--- src/core/spr_defs.svh ---
/*
  Offsets, field positions, reset values and timing counts of the sleep and
  power reduction controller. Assumes a 200 MHz CPU clock.
*/
`ifndef SPR_DEFS_SVH
`define SPR_DEFS_SVH

// ------------------------------------------------------------
// register indices, byte address is four times the index
// ------------------------------------------------------------
`define SPR_IDX_SLEEP_CTRL   8'h05
`define SPR_IDX_PCLK_GATE    8'h06
`define SPR_IDX_BOD_CTRL     8'h07
`define SPR_IDX_STATUS       8'h08

// ------------------------------------------------------------
// field positions
// ------------------------------------------------------------
`define SPR_SM1_BIT          6
`define SPR_SE_BIT           5
`define SPR_SM0_BIT          4
`define SPR_PG_TIM1_BIT      3
`define SPR_PG_TIM0_BIT      2
`define SPR_PG_USI_BIT       1
`define SPR_PG_UART_BIT      0
`define SPR_BROWNOUT_SLEEP_DISABLE_BIT         1
`define SPR_BROWNOUT_SLEEP_DISABLE_ENABLE_BIT        0

// ------------------------------------------------------------
// reset values
// ------------------------------------------------------------
`define SPR_RST_SLEEP_CTRL   8'h00
`define SPR_RST_PCLK_GATE    4'h0
`define SPR_RST_BOD_CTRL     8'h00

// ------------------------------------------------------------
// timing
// ------------------------------------------------------------
`define SPR_CLK_NS           5
`define SPR_BROWNOUT_SLEEP_DISABLE_ENABLE_WIN_CYC    3'h4
`define SPR_BROWNOUT_SLEEP_DISABLE_DLY_CYC     3'h3
`define SPR_BROWNOUT_SLEEP_DISABLE_LIFE_CYC    3'h6
`define SPR_STBY_WAKE_CYC    6
`define SPR_WAKE_HALT_CYC    3'h4
`define SPR_BOD_WAKE_NS      60000
`define SPR_PDOWN_START_CYC  1024

`endif

--- src/core/spr_pkg.sv ---
/*
  Types of the sleep and power reduction controller.
  Assumes spr_defs.svh for the numbers.
*/
package spr_pkg;

  // sleep mode field encoding
  typedef enum logic [1:0] {
    SPR_MODE_IDLE  = 2'h0,
    SPR_MODE_PDOWN = 2'h1,
    SPR_MODE_STBY  = 2'h2,
    SPR_MODE_PDWN2 = 2'h3
  } spr_mode_t;

  // sleep sequencer, gray along active-sleep-wake-halt
  typedef enum logic [1:0] {
    SPR_ST_ACTIVE = 2'h0,
    SPR_ST_SLEEP  = 2'h1,
    SPR_ST_WAKE   = 2'h3,
    SPR_ST_HALT   = 2'h2
  } spr_state_t;

  // analog and pad power controls
  typedef struct packed {
    logic acomp_en;
    logic vref_en;
    logic bod_en;
    logic inbuf_en;
    logic wakebuf_en;
  } spr_pwr_t;

  // clock enables towards the clock tree
  typedef struct packed {
    logic       cpu_en;
    logic       io_en;
    logic       osc_en;
    logic [3:0] per_en;
  } spr_clk_t;

endpackage : spr_pkg

--- src/core/spr_ctrl.sv ---
/*
  Sleep mode sequencer, peripheral clock gating and software brown-out
  disable with AXI4-Lite register access. Assumes the clock tree holds a
  latch-based gate cell per enable and the interrupt logic runs on clk.
*/
// Local design decision: the AXI4-Lite slave port.
// Function
// sleep mode field bits 6,4: 00 idle, 01 power-down, 10 standby, 11 power-down.
// software picks standby only with an external crystal or resonator.
// sleep instruction sleeps only while sleep enable bit is one.
// software sets sleep enable just before sleeping, clears after wake.
// gating register bits 7..4 read zero.
// bit 3 freezes timer1 clock; clearing resumes it where it stopped.
// bit 2 freezes timer0 clock; clearing resumes it.
// bit 1 gates serial unit clock; software reinitialises it afterwards.
// bit 0 gates uart clock; software reinitialises it afterwards.
// brown-out sleep disable is set only through the enable-gated timed sequence.
// software starts the sequence writing both bits one together.
// within four cycles, disable one with enable zero is accepted.
// disable bit active three cycles after set, cleared three later.
// detector sleeps off only if sleep executes while disable is active.
// comparator disabled automatically in every sleep mode but idle.
// comparator using reference keeps reference on unless comparator disabled.
// reference powered only when detector or comparator needs it.
// fuse-enabled detector stays on in sleep unless software disable used.
// enabled watchdog keeps running in every sleep mode.
// input buffers off in sleep modes with the io clock stopped.
// wake-up detecting input buffers stay enabled during sleep.
// software keeps analog pins' digital buffers disabled.
// interrupt wake halts cpu four cycles beyond start-up.
// standby wakes within six cycles.
// gated peripheral registers are not accessible and state is frozen.
// detector re-enabled automatically on wake after software disable.
// peripheral clock gating switches without glitches.
`include "spr_defs.svh"
`timescale 1ns/100ps
`default_nettype none

module spr_ctrl
  import spr_pkg::*;
#(
  parameter int PDOWN_START_CYC = `SPR_PDOWN_START_CYC,
  parameter int BOD_WAKE_CYC    = (`SPR_BOD_WAKE_NS + `SPR_CLK_NS - 1) / `SPR_CLK_NS
) (
  // clock and reset
  input  wire logic        clk,
  input  wire logic        sys_rst,
  // axi4-lite slave
  input  wire logic [31:0] s_axi_awaddr,
  input  wire logic        s_axi_awvalid,
  output logic             s_axi_awready,
  input  wire logic [31:0] s_axi_wdata,
  input  wire logic [3:0]  s_axi_wstrb,
  input  wire logic        s_axi_wvalid,
  output logic             s_axi_wready,
  output logic [1:0]       s_axi_bresp,
  output logic             s_axi_bvalid,
  input  wire logic        s_axi_bready,
  input  wire logic [31:0] s_axi_araddr,
  input  wire logic        s_axi_arvalid,
  output logic             s_axi_arready,
  output logic [31:0]      s_axi_rdata,
  output logic [1:0]       s_axi_rresp,
  output logic             s_axi_rvalid,
  input  wire logic        s_axi_rready,
  // cpu and interrupt side
  input  wire logic        sleep_instr,
  input  wire logic        wake_irq,
  output logic             cpu_halt,
  // analog and watchdog side
  input  wire logic        bod_fuse_pin,
  input  wire logic        acomp_disable,
  input  wire logic        acomp_use_ref,
  input  wire logic        wdt_enable,
  output logic             wdt_run,
  // power and clock controls
  output spr_pwr_t         pwr_ctrl,
  output spr_clk_t         clk_ctrl,
  output logic [3:0]       per_reg_access
);

  // ------------------------------------------------------------
  // register state
  // ------------------------------------------------------------
  logic [2:0]  sleep_ctrl_ff;        // sm1, se, sm0
  logic [3:0]  pclk_gate_ff;
  logic        brownout_sleep_disable_ff;
  logic        brownout_sleep_disable_enable_ff;
  logic [2:0]  brownout_sleep_disable_enable_age_ff;
  logic [2:0]  brownout_sleep_disable_age_ff;
  logic        fuse_meta_ff;
  logic        fuse_sync_ff;
  spr_state_t  state_ff;
  spr_mode_t   mode_lat_ff;
  logic        bod_sw_off_ff;
  logic [15:0] cnt_ff;
  spr_pwr_t    pwr_ff;
  spr_clk_t    clk_ff;
  logic        bvalid_ff;
  logic [1:0]  bresp_ff;
  logic        rvalid_ff;
  logic [1:0]  rresp_ff;
  logic [31:0] rdata_ff;

  spr_mode_t   cur_mode;
  logic        wr_take;
  logic        rd_take;
  logic [7:0]  wr_idx;
  logic [7:0]  rd_idx;
  logic        wr_hit;
  logic        rd_hit;
  logic [7:0]  wbyte;
  logic        brownout_sleep_disable_active;
  logic        deep_sleep;
  logic [15:0] start_cyc;
  logic [7:0]  rd_val;
  spr_pwr_t    nxt_pwr;
  spr_clk_t    nxt_clk;

  // mode field is split around the enable bit
  assign cur_mode = spr_mode_t'({sleep_ctrl_ff[2], sleep_ctrl_ff[0]});

  // ------------------------------------------------------------
  // axi4-lite decode
  // ------------------------------------------------------------
  // both write channels are taken together, one answer outstanding
  assign wr_take       = s_axi_awvalid & s_axi_wvalid & ~bvalid_ff;
  assign rd_take       = s_axi_arvalid & ~rvalid_ff;
  assign s_axi_awready = wr_take;
  assign s_axi_wready  = wr_take;
  assign s_axi_arready = rd_take;
  assign wr_idx        = s_axi_awaddr[9:2];
  assign rd_idx        = s_axi_araddr[9:2];
  assign wbyte         = s_axi_wdata[7:0];
  assign wr_hit        = (s_axi_awaddr[1:0] == 2'h0) && (s_axi_awaddr[31:10] == 22'h0)
                         && ((wr_idx == `SPR_IDX_SLEEP_CTRL) || (wr_idx == `SPR_IDX_PCLK_GATE)
                         || (wr_idx == `SPR_IDX_BOD_CTRL) || (wr_idx == `SPR_IDX_STATUS));
  assign rd_hit        = (s_axi_araddr[1:0] == 2'h0) && (s_axi_araddr[31:10] == 22'h0)
                         && ((rd_idx == `SPR_IDX_SLEEP_CTRL) || (rd_idx == `SPR_IDX_PCLK_GATE)
                         || (rd_idx == `SPR_IDX_BOD_CTRL) || (rd_idx == `SPR_IDX_STATUS));

  // write response, slverr on unmapped addresses
  always_ff @(posedge clk or posedge sys_rst) begin
    if (sys_rst) begin
      bvalid_ff <= 1'b0;
      bresp_ff  <= 2'h0;
    end else if (wr_take) begin
      bvalid_ff <= 1'b1;
      bresp_ff  <= wr_hit ? 2'h0 : 2'h2;
    end else if (s_axi_bready) begin
      bvalid_ff <= 1'b0;
    end
  end

  // read mux, unused bits read zero
  always_comb begin
    rd_val = 8'h00;
    case (rd_idx)
      `SPR_IDX_SLEEP_CTRL: rd_val = {1'b0, sleep_ctrl_ff, 4'h0};
      `SPR_IDX_PCLK_GATE:  rd_val = {4'h0, pclk_gate_ff};
      `SPR_IDX_BOD_CTRL:   rd_val = {6'h00, brownout_sleep_disable_ff, brownout_sleep_disable_enable_ff};
      `SPR_IDX_STATUS:     rd_val = {1'b0, brownout_sleep_disable_active, bod_sw_off_ff, fuse_sync_ff,
                                     state_ff, mode_lat_ff};
      default:             rd_val = 8'h00;
    endcase
  end

  // read response
  always_ff @(posedge clk or posedge sys_rst) begin
    if (sys_rst) begin
      rvalid_ff <= 1'b0;
      rresp_ff  <= 2'h0;
      rdata_ff  <= 32'h0000_0000;
    end else if (rd_take) begin
      rvalid_ff <= 1'b1;
      rresp_ff  <= rd_hit ? 2'h0 : 2'h2;
      rdata_ff  <= {24'h00_0000, rd_hit ? rd_val : 8'h00};
    end else if (s_axi_rready) begin
      rvalid_ff <= 1'b0;
    end
  end

  assign s_axi_bvalid = bvalid_ff;
  assign s_axi_bresp  = bresp_ff;
  assign s_axi_rvalid = rvalid_ff;
  assign s_axi_rresp  = rresp_ff;
  assign s_axi_rdata  = rdata_ff;

  // ------------------------------------------------------------
  // software registers
  // ------------------------------------------------------------
  // sleep control and clock gate bits, plain storage
  always_ff @(posedge clk or posedge sys_rst) begin
    if (sys_rst) begin
      sleep_ctrl_ff <= 3'h0;
      pclk_gate_ff  <= `SPR_RST_PCLK_GATE;
    end else if (wr_take && s_axi_wstrb[0]) begin
      if (wr_idx == `SPR_IDX_SLEEP_CTRL) begin
        sleep_ctrl_ff <= {wbyte[`SPR_SM1_BIT], wbyte[`SPR_SE_BIT], wbyte[`SPR_SM0_BIT]};
      end
      if (wr_idx == `SPR_IDX_PCLK_GATE) begin
        pclk_gate_ff <= wbyte[3:0];
      end
    end
  end

  // enable bit opens a four-cycle window, then drops by itself
  always_ff @(posedge clk or posedge sys_rst) begin
    if (sys_rst) begin
      brownout_sleep_disable_enable_ff     <= 1'b0;
      brownout_sleep_disable_enable_age_ff <= 3'h0;
    end else if (wr_take && s_axi_wstrb[0] && (wr_idx == `SPR_IDX_BOD_CTRL)
                 && wbyte[`SPR_BROWNOUT_SLEEP_DISABLE_BIT] && wbyte[`SPR_BROWNOUT_SLEEP_DISABLE_ENABLE_BIT]) begin
      brownout_sleep_disable_enable_ff     <= 1'b1;
      brownout_sleep_disable_enable_age_ff <= 3'h0;
    end else if (brownout_sleep_disable_enable_ff) begin
      brownout_sleep_disable_enable_age_ff <= brownout_sleep_disable_enable_age_ff + 3'h1;
      if (brownout_sleep_disable_enable_age_ff == `SPR_BROWNOUT_SLEEP_DISABLE_ENABLE_WIN_CYC - 3'h1) begin
        brownout_sleep_disable_enable_ff <= 1'b0;
      end
    end
  end

  // disable bit only set inside the window; lives six cycles in all
  always_ff @(posedge clk or posedge sys_rst) begin
    if (sys_rst) begin
      brownout_sleep_disable_ff     <= 1'b0;
      brownout_sleep_disable_age_ff <= 3'h0;
    end else if (wr_take && s_axi_wstrb[0] && (wr_idx == `SPR_IDX_BOD_CTRL) && brownout_sleep_disable_enable_ff
                 && wbyte[`SPR_BROWNOUT_SLEEP_DISABLE_BIT] && !wbyte[`SPR_BROWNOUT_SLEEP_DISABLE_ENABLE_BIT]) begin
      brownout_sleep_disable_ff     <= 1'b1;
      brownout_sleep_disable_age_ff <= 3'h0;
    end else if (brownout_sleep_disable_ff) begin
      brownout_sleep_disable_age_ff <= brownout_sleep_disable_age_ff + 3'h1;
      if (brownout_sleep_disable_age_ff == `SPR_BROWNOUT_SLEEP_DISABLE_LIFE_CYC - 3'h1) begin
        brownout_sleep_disable_ff <= 1'b0;
      end
    end
  end

  assign brownout_sleep_disable_active = brownout_sleep_disable_ff && (brownout_sleep_disable_age_ff >= `SPR_BROWNOUT_SLEEP_DISABLE_DLY_CYC);

  // fuse level comes from the fuse array pins, synchronised first
  always_ff @(posedge clk or posedge sys_rst) begin
    if (sys_rst) begin
      fuse_meta_ff <= 1'b0;
      fuse_sync_ff <= 1'b0;
    end else begin
      fuse_meta_ff <= bod_fuse_pin;
      fuse_sync_ff <= fuse_meta_ff;
    end
  end

  // ------------------------------------------------------------
  // sleep sequencer
  // ------------------------------------------------------------
  // start-up length by mode; detector restart dominates if it was off
  always_comb begin
    start_cyc = 16'h0000;
    if (bod_sw_off_ff) begin
      start_cyc = 16'(BOD_WAKE_CYC);
    end else begin
      case (mode_lat_ff)
        SPR_MODE_IDLE: start_cyc = 16'h0000;
        SPR_MODE_STBY: start_cyc = 16'(`SPR_STBY_WAKE_CYC);
        default:       start_cyc = 16'(PDOWN_START_CYC);
      endcase
    end
  end

  // state, latched mode and wait counter
  always_ff @(posedge clk or posedge sys_rst) begin
    if (sys_rst) begin
      state_ff    <= SPR_ST_ACTIVE;
      mode_lat_ff <= SPR_MODE_IDLE;
      cnt_ff      <= 16'h0000;
    end else begin
      case (state_ff)
        SPR_ST_ACTIVE: begin
          if (sleep_instr && sleep_ctrl_ff[1]) begin
            state_ff    <= SPR_ST_SLEEP;
            mode_lat_ff <= cur_mode;
          end
        end
        SPR_ST_SLEEP: begin
          if (wake_irq) begin
            state_ff <= SPR_ST_WAKE;
            cnt_ff   <= 16'h0000;
          end
        end
        SPR_ST_WAKE: begin
          if (cnt_ff + 16'h0001 >= start_cyc) begin
            state_ff <= SPR_ST_HALT;
            cnt_ff   <= 16'h0000;
          end else begin
            cnt_ff <= cnt_ff + 16'h0001;
          end
        end
        SPR_ST_HALT: begin
          // cpu held four extra cycles before the vector runs
          if (cnt_ff == 16'(`SPR_WAKE_HALT_CYC - 3'h1)) begin
            state_ff <= SPR_ST_ACTIVE;
          end else begin
            cnt_ff <= cnt_ff + 16'h0001;
          end
        end
        default: state_ff <= SPR_ST_ACTIVE;
      endcase
    end
  end

  // software detector disable, only for deep modes, dropped when the post-wake halt ends
  always_ff @(posedge clk or posedge sys_rst) begin
    if (sys_rst) begin
      bod_sw_off_ff <= 1'b0;
    end else if (state_ff == SPR_ST_ACTIVE && sleep_instr && sleep_ctrl_ff[1]) begin
      bod_sw_off_ff <= brownout_sleep_disable_active && (cur_mode != SPR_MODE_IDLE);
    end else if (state_ff == SPR_ST_HALT && cnt_ff == 16'(`SPR_WAKE_HALT_CYC - 3'h1)) begin
      bod_sw_off_ff <= 1'b0;
    end
  end

  // ------------------------------------------------------------
  // power and clock controls
  // ------------------------------------------------------------
  // io clock stops in deep modes until start-up has passed
  assign deep_sleep = (mode_lat_ff != SPR_MODE_IDLE)
                      && (state_ff == SPR_ST_SLEEP || state_ff == SPR_ST_WAKE);

  always_comb begin
    nxt_pwr            = '0;
    nxt_pwr.acomp_en   = !acomp_disable && !deep_sleep;
    nxt_pwr.bod_en     = fuse_sync_ff
                         && !(bod_sw_off_ff && state_ff == SPR_ST_SLEEP); // back on at wake
    // reference stays up for a comparator using it even in deep sleep
    nxt_pwr.vref_en    = nxt_pwr.bod_en || (acomp_use_ref && !acomp_disable);
    nxt_pwr.inbuf_en   = !deep_sleep;
    nxt_pwr.wakebuf_en = 1'b1;
    nxt_clk            = '0;
    nxt_clk.cpu_en     = (state_ff == SPR_ST_ACTIVE);
    nxt_clk.io_en      = !deep_sleep;
    nxt_clk.osc_en     = !(deep_sleep && mode_lat_ff != SPR_MODE_STBY);
    // gate enables change only from flops, so the gate cell sees clean edges
    nxt_clk.per_en     = ~pclk_gate_ff & {4{!deep_sleep}};
  end

  // registered outputs
  always_ff @(posedge clk or posedge sys_rst) begin
    if (sys_rst) begin
      pwr_ff <= '0;
      clk_ff <= '0;
    end else begin
      pwr_ff <= nxt_pwr;
      clk_ff <= nxt_clk;
    end
  end

  assign pwr_ctrl       = pwr_ff;
  assign clk_ctrl       = clk_ff;
  assign per_reg_access = clk_ff.per_en;
  assign cpu_halt       = (state_ff != SPR_ST_ACTIVE);
  assign wdt_run        = wdt_enable;
endmodule : spr_ctrl

`default_nettype wire

--- config.mk ---
export PLATFORM = sky130hd
export DESIGN_NAME = spr_ctrl
export DESIGN_NICKNAME = d
export VERILOG_FILES = /design/src/core/spr_pkg.sv /design/src/core/spr_ctrl.sv
export VERILOG_INCLUDE_DIRS = /design/src /design/src/core
export SDC_FILE = /design/constraint.sdc
export NUM_CORES = 1
export LEC_CHECK = 0
export BUFFER_PORTS_ARGS = -buffer_cell sky130_fd_sc_hd__buf_2
export CORE_ASPECT_RATIO = 0.9
export CORE_MARGIN = 5
export CORE_UTILIZATION = 30
export CTS_CLUSTER_DIAMETER = 200
export DETAILED_ROUTE_END_ITERATION = 8
export SLEW_MARGIN = 30
export SYNTH_ARGS = -nofsm -noshare
export SYNTH_HDL_FRONTEND = slang
export SYNTH_SLANG_ARGS = --single-unit
--- constraint.sdc ---
create_clock -name clk -period 3 [get_ports clk]
set_input_delay 0.15 -clock clk [delete_from_list [all_inputs] [get_ports clk]]
set_output_delay 0.15 -clock clk [all_outputs]
set_load 0.02 [all_outputs]
==> results of run 1 <==
## flip-flops by register name, summed over array words and instances (netlist names)
signal                                cells
bod_sw_off_ff                             1
brownout_sleep_disable_age_ff             3
brownout_sleep_disable_enable_age_ff      3
brownout_sleep_disable_enable_ff          1
brownout_sleep_disable_ff                 1
clk_ctrl                                  3
cnt_ff                                   16
fuse_meta_ff                              1
fuse_sync_ff                              1
mode_lat_ff                               2
pclk_gate_ff                              4
per_reg_access                            4
pwr_ctrl                                  4
s_axi_bresp                               1
s_axi_bvalid                              1
s_axi_rdata                               7
s_axi_rresp                               1
s_axi_rvalid                              1
sleep_ctrl_ff                             3
state_ff                                  2
## per-stage QoR
stage | worst slack (ns) | cells
final | -0.0554 | 672
after global routing | -0.216 | 672
after CTS | -0.0159 | 669
after detailed placement | -0.0749 | 645
after global placement | 0.0280 | 645
after floorplan | 0.00393 | 399
## final cells by class
| type | instances | area (um2) |
|---|---|---|
| multi-input cells | 270 | 1880 |
| repair buffers | 147 | 838 |
| well taps | 156 | 195 |
| clock buffers | 9 | 225 |
| inverters | 23 | 86.3 |
| clock inverters | 7 | 75.1 |
| flip-flops and latches | 60 | 1500 |
| fillers | 1127 | 6730 |
## worst paths after layout
kind | from | to | slack, ns | cells after the start
max in group asynchronous | sys_rst | pwr_ctrl[2] | 1.96 | 4
worst max register to register | cnt_ff[0] | cnt_ff[8] | -0.06 | 14
worst max-delay path | cnt_ff[0] | cnt_ff[8] | -0.06 | 14
worst min-delay path | acomp_use_ref | pwr_ctrl[3] | 0.04 | 2
worst min register to register | fuse_meta_ff | fuse_sync_ff | 0.35 | 0
min in group asynchronous | sys_rst | fuse_meta_ff | 0.35 | 3
## layout by cell type, fill, tap and decap left out, types with 3 or more instances in the layout
cell type	instances
ha_1	13
mux2_2	9
a211oi_1	3
nor2_1	34
o21ai_0	6
and3_1	3
a22oi_1	3
inv_1	22
dlygate4sd3_1	5
nand4_1	7
a22o_1	14
a21o_1	5
nor4_1	19
xor2_1	7
or3_1	3
clkinv_4	3
dfrtp_1	60
clkbuf_16	9
nand3_1	14
a21oi_1	4
nand3_2	3
conb_1	28
xnor2_2	3
nor3_1	7
xnor2_1	9
buf_4	26
nand2_1	25
buf_2	114
## repair_timing
item / in CTS / in global routing
hold buffers: 5 / 0
endpoints found under the hold margin: 20 / 0
resized for setup: 4 / 16
pin swaps: 6 / 12
setup endpoints to repair: 13 / 15
buffers inserted: 3 / 3
## power breakdown
part	total, mW	internal, mW	leakage [nW]	switching, mW
Combinational	0.684	0.281	1.47	0.402
Clock	1.03	0.646	0.150	0.386
Sequential	0.923	0.862	0.751	0.0609
## layer usage
metal	vias to the layer above	share of wire (%)	track usage (%)
met5	-	0.074	0
met2	99	47	22.0
met4	2	1.2	3.83
met1	1491	44	17.0
li1	1545	-	-
met3	11	7.4	4.03
## logic make-up after synthesis
| logic type | Yosys count | synth area share (%) |
|---|---|---|
| adder cells (fa/ha/maj) | 15 | 5.26 |
| multiplexers | 10 | 3.12 |
| AO/OA/AOI/OAI | 57 | 12.1 |
| flip-flops | 60 | 42.1 |
| XOR/XNOR | 19 | 4.66 |
| buffers and inverters | 69 | 11.1 |
| other | 2 | 0.210 |
| AND/OR/NAND/NOR | 141 | 21.5 |
==> reports/metrics.cfg, run 1 <==
[cells_and_area]
n_antenna_cell = 0
design_area_um2 = 4800
final_util_pct = 41.6
syn_to_final_growth_pct = 34.4
drive_gt1_share_pct = 38.2
fin_nets = 639

[sta]
slew_violations = 0
setup_viol = 10
setup_tns_ns = -0.295
period_needed_ns = 3.06
finClkSkew_ns = 0.00421
relSlewSlack_pct = 55.7
whs_ns = 0.0410
worst_slew_pin_slew_ns = 0.659
rsz0062_at_grt = yes
worst_slack_ns = -0.0554
fmax_mhz = 327
hold_violations = 0
fin_crit_sh_pct = 102

[synthesis]
synth_most_common_cell = dfrtp_1
synth_top_cell_area_share_pct = 42.1
synth_seq_cells = 60
yosys-top-cells-area = dfrtp_1 42%, buf_4 7.2%, ha_1 5.3%
ys_seq_area_share_pct = 42.1
ys_top_cells_by_count = 60 x dfrtp_1, 36 x nor2_1, 34 x buf_4
synth_edf_count = 0
synthCells = 373
yosysTopAreaCell = dfrtp_1
yosys_warnings = 0
synth.avg_cell_area_um2 = 9.57
async_reset_ff_share_pct = 100
synth_area_um2 = 3570
synth_cell_type_count = 60
synthFlopType = dfrtp_1

[placement]
io_buffer_count = 114
dp_hpwl_um = 7530
gp_congestion = 0.834
placed_area_um2 = 4300

[critical_path]
crit_required_ns = 3.21
crit_chain = and4_4 > nand4_1 > nor2_2 > nand3_2 > xnor2_2 > ha_1 > nand3_2 > or4_1 > o211ai_1 > o22ai_2 > a21oi_2 > buf_4 > o21ai_2 > a22o_1
critPathLaunchType = register
crit_path_top_delay_cell = or4_1
critPathArrivalTime_ns = 3.27
critPathMostFrequentCell = nand3_2
crit_buf_inv = 1
critPathMaxStageDelay_ns = 0.41
cp-end-kind = register
path_delay_family = simple AND/OR/NAND/NOR gates
worst-path-max-fanout = 4
critPathKind = reg -> reg

[hold_path]
hold_class = in -> reg

[status]
run_status = finished, violations left
violations = setup timing

[detailed_routing]
vias_per_cell = 4.68
drcViolationCount = 0
wl_um = 9520
ant_nets = 0
num_vias = 3148
drt-wirelength-per-cell_um = 14.2
drtIter0Drc = 147
drtPass1Iterations = 4

[global_routing]
grt_max_degree = 28
grt_pass1_wl_um = 15400
gr-total-overflow = 0
grt_use_total_pct = 13.3
first_global_vias = 3150
antenna_found_initial = 1

[clocking]
clock-sinks = 60
clk_latency_ns = 0.32
cts_buffer_depth = 2
cts_tree = done
path_clk_slew_ns = 0.05
cts.htree.levels = 3
clock-root-buffer = clkbuf_16
cts_buffers = 9

[power]
power_mw = 2.64
power_leakage_nw = 2.37
powerDensity_nw_per_um2 = 550
max-vdd-ir-drop_mv = 0.302

[die]
core_region_area_um2 = 11500
die_h_um = 113
start_util_pct = 31.0
dieArea_um2 = 14200
io_pins = 172
die_w_um = 125
rows = 37

[run]
maxCapViolCount = 0

(Power assumes the default switching activity.)
==> run 2, diff against run 1 <==
--- a/config.mk
+++ b/config.mk
@@ -7,11 +7,14 @@
 export NUM_CORES = 1
 export LEC_CHECK = 0
 export BUFFER_PORTS_ARGS = -buffer_cell sky130_fd_sc_hd__buf_2
+export CELL_PAD_IN_SITES_DETAIL_PLACEMENT = 1
+export CELL_PAD_IN_SITES_GLOBAL_PLACEMENT = 1
 export CORE_ASPECT_RATIO = 0.9
 export CORE_MARGIN = 5
 export CORE_UTILIZATION = 30
 export CTS_CLUSTER_DIAMETER = 200
 export DETAILED_ROUTE_END_ITERATION = 8
+export PLACE_DENSITY_LB_ADDON = 0.1
 export SLEW_MARGIN = 30
 export SYNTH_ARGS = -nofsm -noshare
 export SYNTH_HDL_FRONTEND = slang
==> run 2 against run 1 <==
Net effect:
- the run still ends with setup timing left
- clock skew up 0.0013 ns
- highest routed layer is now met4
- sequential share of layout area up 0.31 points
- die area unchanged
- combinational power down 1%
- final cell count up 0.15%
==> reports/metrics.cfg, run 2 (synthesized netlist as in run 1, its figures left out) <==
[cells_and_area]
design_area_um2 = 4750  ; -0.91%
largest_register_ffs = 16  ; unchanged
syn_to_final_growth_pct = 33.2
fin_nets = 642  ; +0.47%
layout_commonest_cell = buf_2
final_cell_mix = 114 x buf_2, 59 x dfrtp_1, 32 x nor2_1, 30 x buf_4, 28 x conb_1
fillers = 1375  ; +22%
drive_gt1_share_pct = 38.1  ; -0.074 points
n_antenna_cell = 0  ; unchanged
largest-register = cnt_ff
finalNonFillerCells = 673  ; +0.15%

[power]
powerDensity_nw_per_um2 = 530  ; -3.6%
max-vdd-ir-drop_mv = 0.228  ; -25%
power_leakage_nw = 2.34  ; -1.3%

[die]
io_pins = 172  ; unchanged
core_region_area_um2 = 11500  ; unchanged
rows = 37  ; unchanged
die_w_um = 125  ; unchanged
start_util_pct = 31.0  ; unchanged
dieArea_um2 = 14200  ; unchanged
die_h_um = 113  ; unchanged

[placement]
dp_hpwl_um = 8620  ; +15%
post-place-ws_ns = -0.189  ; -0.114 ns
dp_cells = 647  ; +0.31%
gp_congestion = 0.822  ; -1.4%
placed_area_um2 = 4310  ; +0.35%
io_buffer_count = 114  ; unchanged

[detailed_routing]
drtPass1Iterations = 4  ; unchanged
drcViolationCount = 0  ; unchanged
wl_um = 10900  ; +14%
vias_per_cell = 4.75  ; +1.4%
drt-wirelength-per-cell_um = 16.2  ; +14%
ant_nets = 0  ; unchanged
num_vias = 3198  ; +1.6%
drtIter0Drc = 166  ; +13%

[clocking]
cts_tree = done
clock-root-buffer = clkbuf_16
cts_buffers = 9  ; unchanged
clock-sinks = 60  ; unchanged
path_clk_slew_ns = 0.05  ; about the same
clk_latency_ns = 0.33  ; about the same
cts_buffer_depth = 2  ; unchanged
cts.htree.levels = 3  ; unchanged

[critical_path]
cp-end-kind = register
cp-startpoint = cnt_ff[1]
critPathKind = reg -> reg
critPathArrivalTime_ns = 3.27  ; about the same
critPathLaunchType = register
crit_required_ns = 3.26  ; +0.05 ns
r2r-start = cnt_ff[1]
worst-path-max-fanout = 3  ; -1

[global_routing]
grt_use_total_pct = 15.8  ; +2.5 points
grt_max_degree = 31  ; +11%
gr-total-overflow = 0  ; unchanged
antenna_found_initial = 0  ; -1
grt_pass1_wl_um = 17800  ; +15%
first_global_vias = 3494  ; +11%

[sta]
slew_violations = 0  ; unchanged
period_needed_ns = 3.01  ; -0.0485 ns
rsz0062_at_grt = yes
finClkSkew_ns = 0.00555  ; +0.00134 ns
fmax_mhz = 333  ; +1.6%
worst_slack_ns = -0.00687  ; +0.0485 ns
setup_viol = 1  ; -9
worst_slew_pin_slew_ns = 0.753  ; +0.0938 ns
fin_crit_sh_pct = 100  ; -1.6 points
whs_ns = 0.0221  ; -0.0189 ns
relSlewSlack_pct = 49.3  ; -6.3 points
hold_violations = 0  ; unchanged

[status]
violations = setup timing
run_status = finished, violations left

[hold_path]
min_from = acomp_use_ref
hold_class = in -> reg

[run]
maxCapViolCount = 0  ; unchanged

==> run 2: critical path, stage by stage (launching register included) <==
cell and delay, ns:
dfrtp_1 0.41, ha_4 0.17, nand4_4 0.12, nor2_4 0.11, and3_4 0.20, xor2_1 0.15, ha_1 0.26, buf_4 0.14
a21o_1 0.16, a211oi_2 0.21, o211ai_1 0.14, o22ai_2 0.22, a21oi_2 0.12, buf_4 0.15, or3_1 0.31, o21ai_2 0.07
==> run 2: worst paths after layout <==
| kind | end | slack (ns) | cells past startpoint |
|---|---|---|---|
| worst max-delay path | cnt_ff[12] | -0.007 | 15 |
| worst min-delay path | pwr_ctrl[3] | 0.02 | 2 |
| worst max register to register | cnt_ff[12] | -0.007 | 15 |
| worst min register to register | fuse_sync_ff | 0.35 | 0 |
| max in group asynchronous | s_axi_rresp[1] | 1.81 | 4 |
| min in group asynchronous | pwr_ctrl[4] | 0.48 | 3 |
==> run 2: per-stage QoR <==
| stage | utilization [%] | TNS, ns | total power [mW] |
|---|---|---|---|
| 2_1_floorplan | - | 0 | 1.33 |
| 3_3_place_gp | 37.4 | -0.590 | 1.54 |
| 3_5_place_dp | 37.4 | -1.67 | 1.55 |
| 4_1_cts | 41.1 | -0.543 | 2.55 |
| 5_1_grt | 41.2 | -1.60 | 2.67 |
| 6_report | 41.2 | -0.00687 | 2.52 |
==> run 2: power by group <==
group | internal, mW | switching, mW
Combinational | 0.277 | 0.398
Sequential | 0.864 | 0.0614
Clock | 0.566 | 0.354
==> run 2: area by class of cell <==
| class | instances | area, um2 | share of cell area, % |
|---|---|---|---|
| multi-input cells | 270 | 1850 | 39.0 |
| clock inverters | 3 | 15.0 | 0.316 |
| inverters | 23 | 86.3 | 1.82 |
| repair buffers | 150 | 857 | 18.0 |
| clock buffers | 11 | 243 | 5.11 |
| flip-flops and latches | 60 | 1500 | 31.6 |
| well taps | 156 | 195 | 4.11 |
==> run 2: repair_timing <==
item	CTS	global route
resized for setup	11	6
pin swaps	19	11
endpoints found under the hold margin	32	0
buffers inserted	7	0
hold buffers	5	0
endpoints found under the setup margin	14	16
==> run 2: layer usage <==
layer  track usage, %  wire length (um)  vias to the layer above
met2             25.5              5000                      122
met5                0                 0                        -
met1             20.1              4980                     1530
met4             5.35               125                        0
li1                 -                 -                     1534
met3             5.20               768                       12
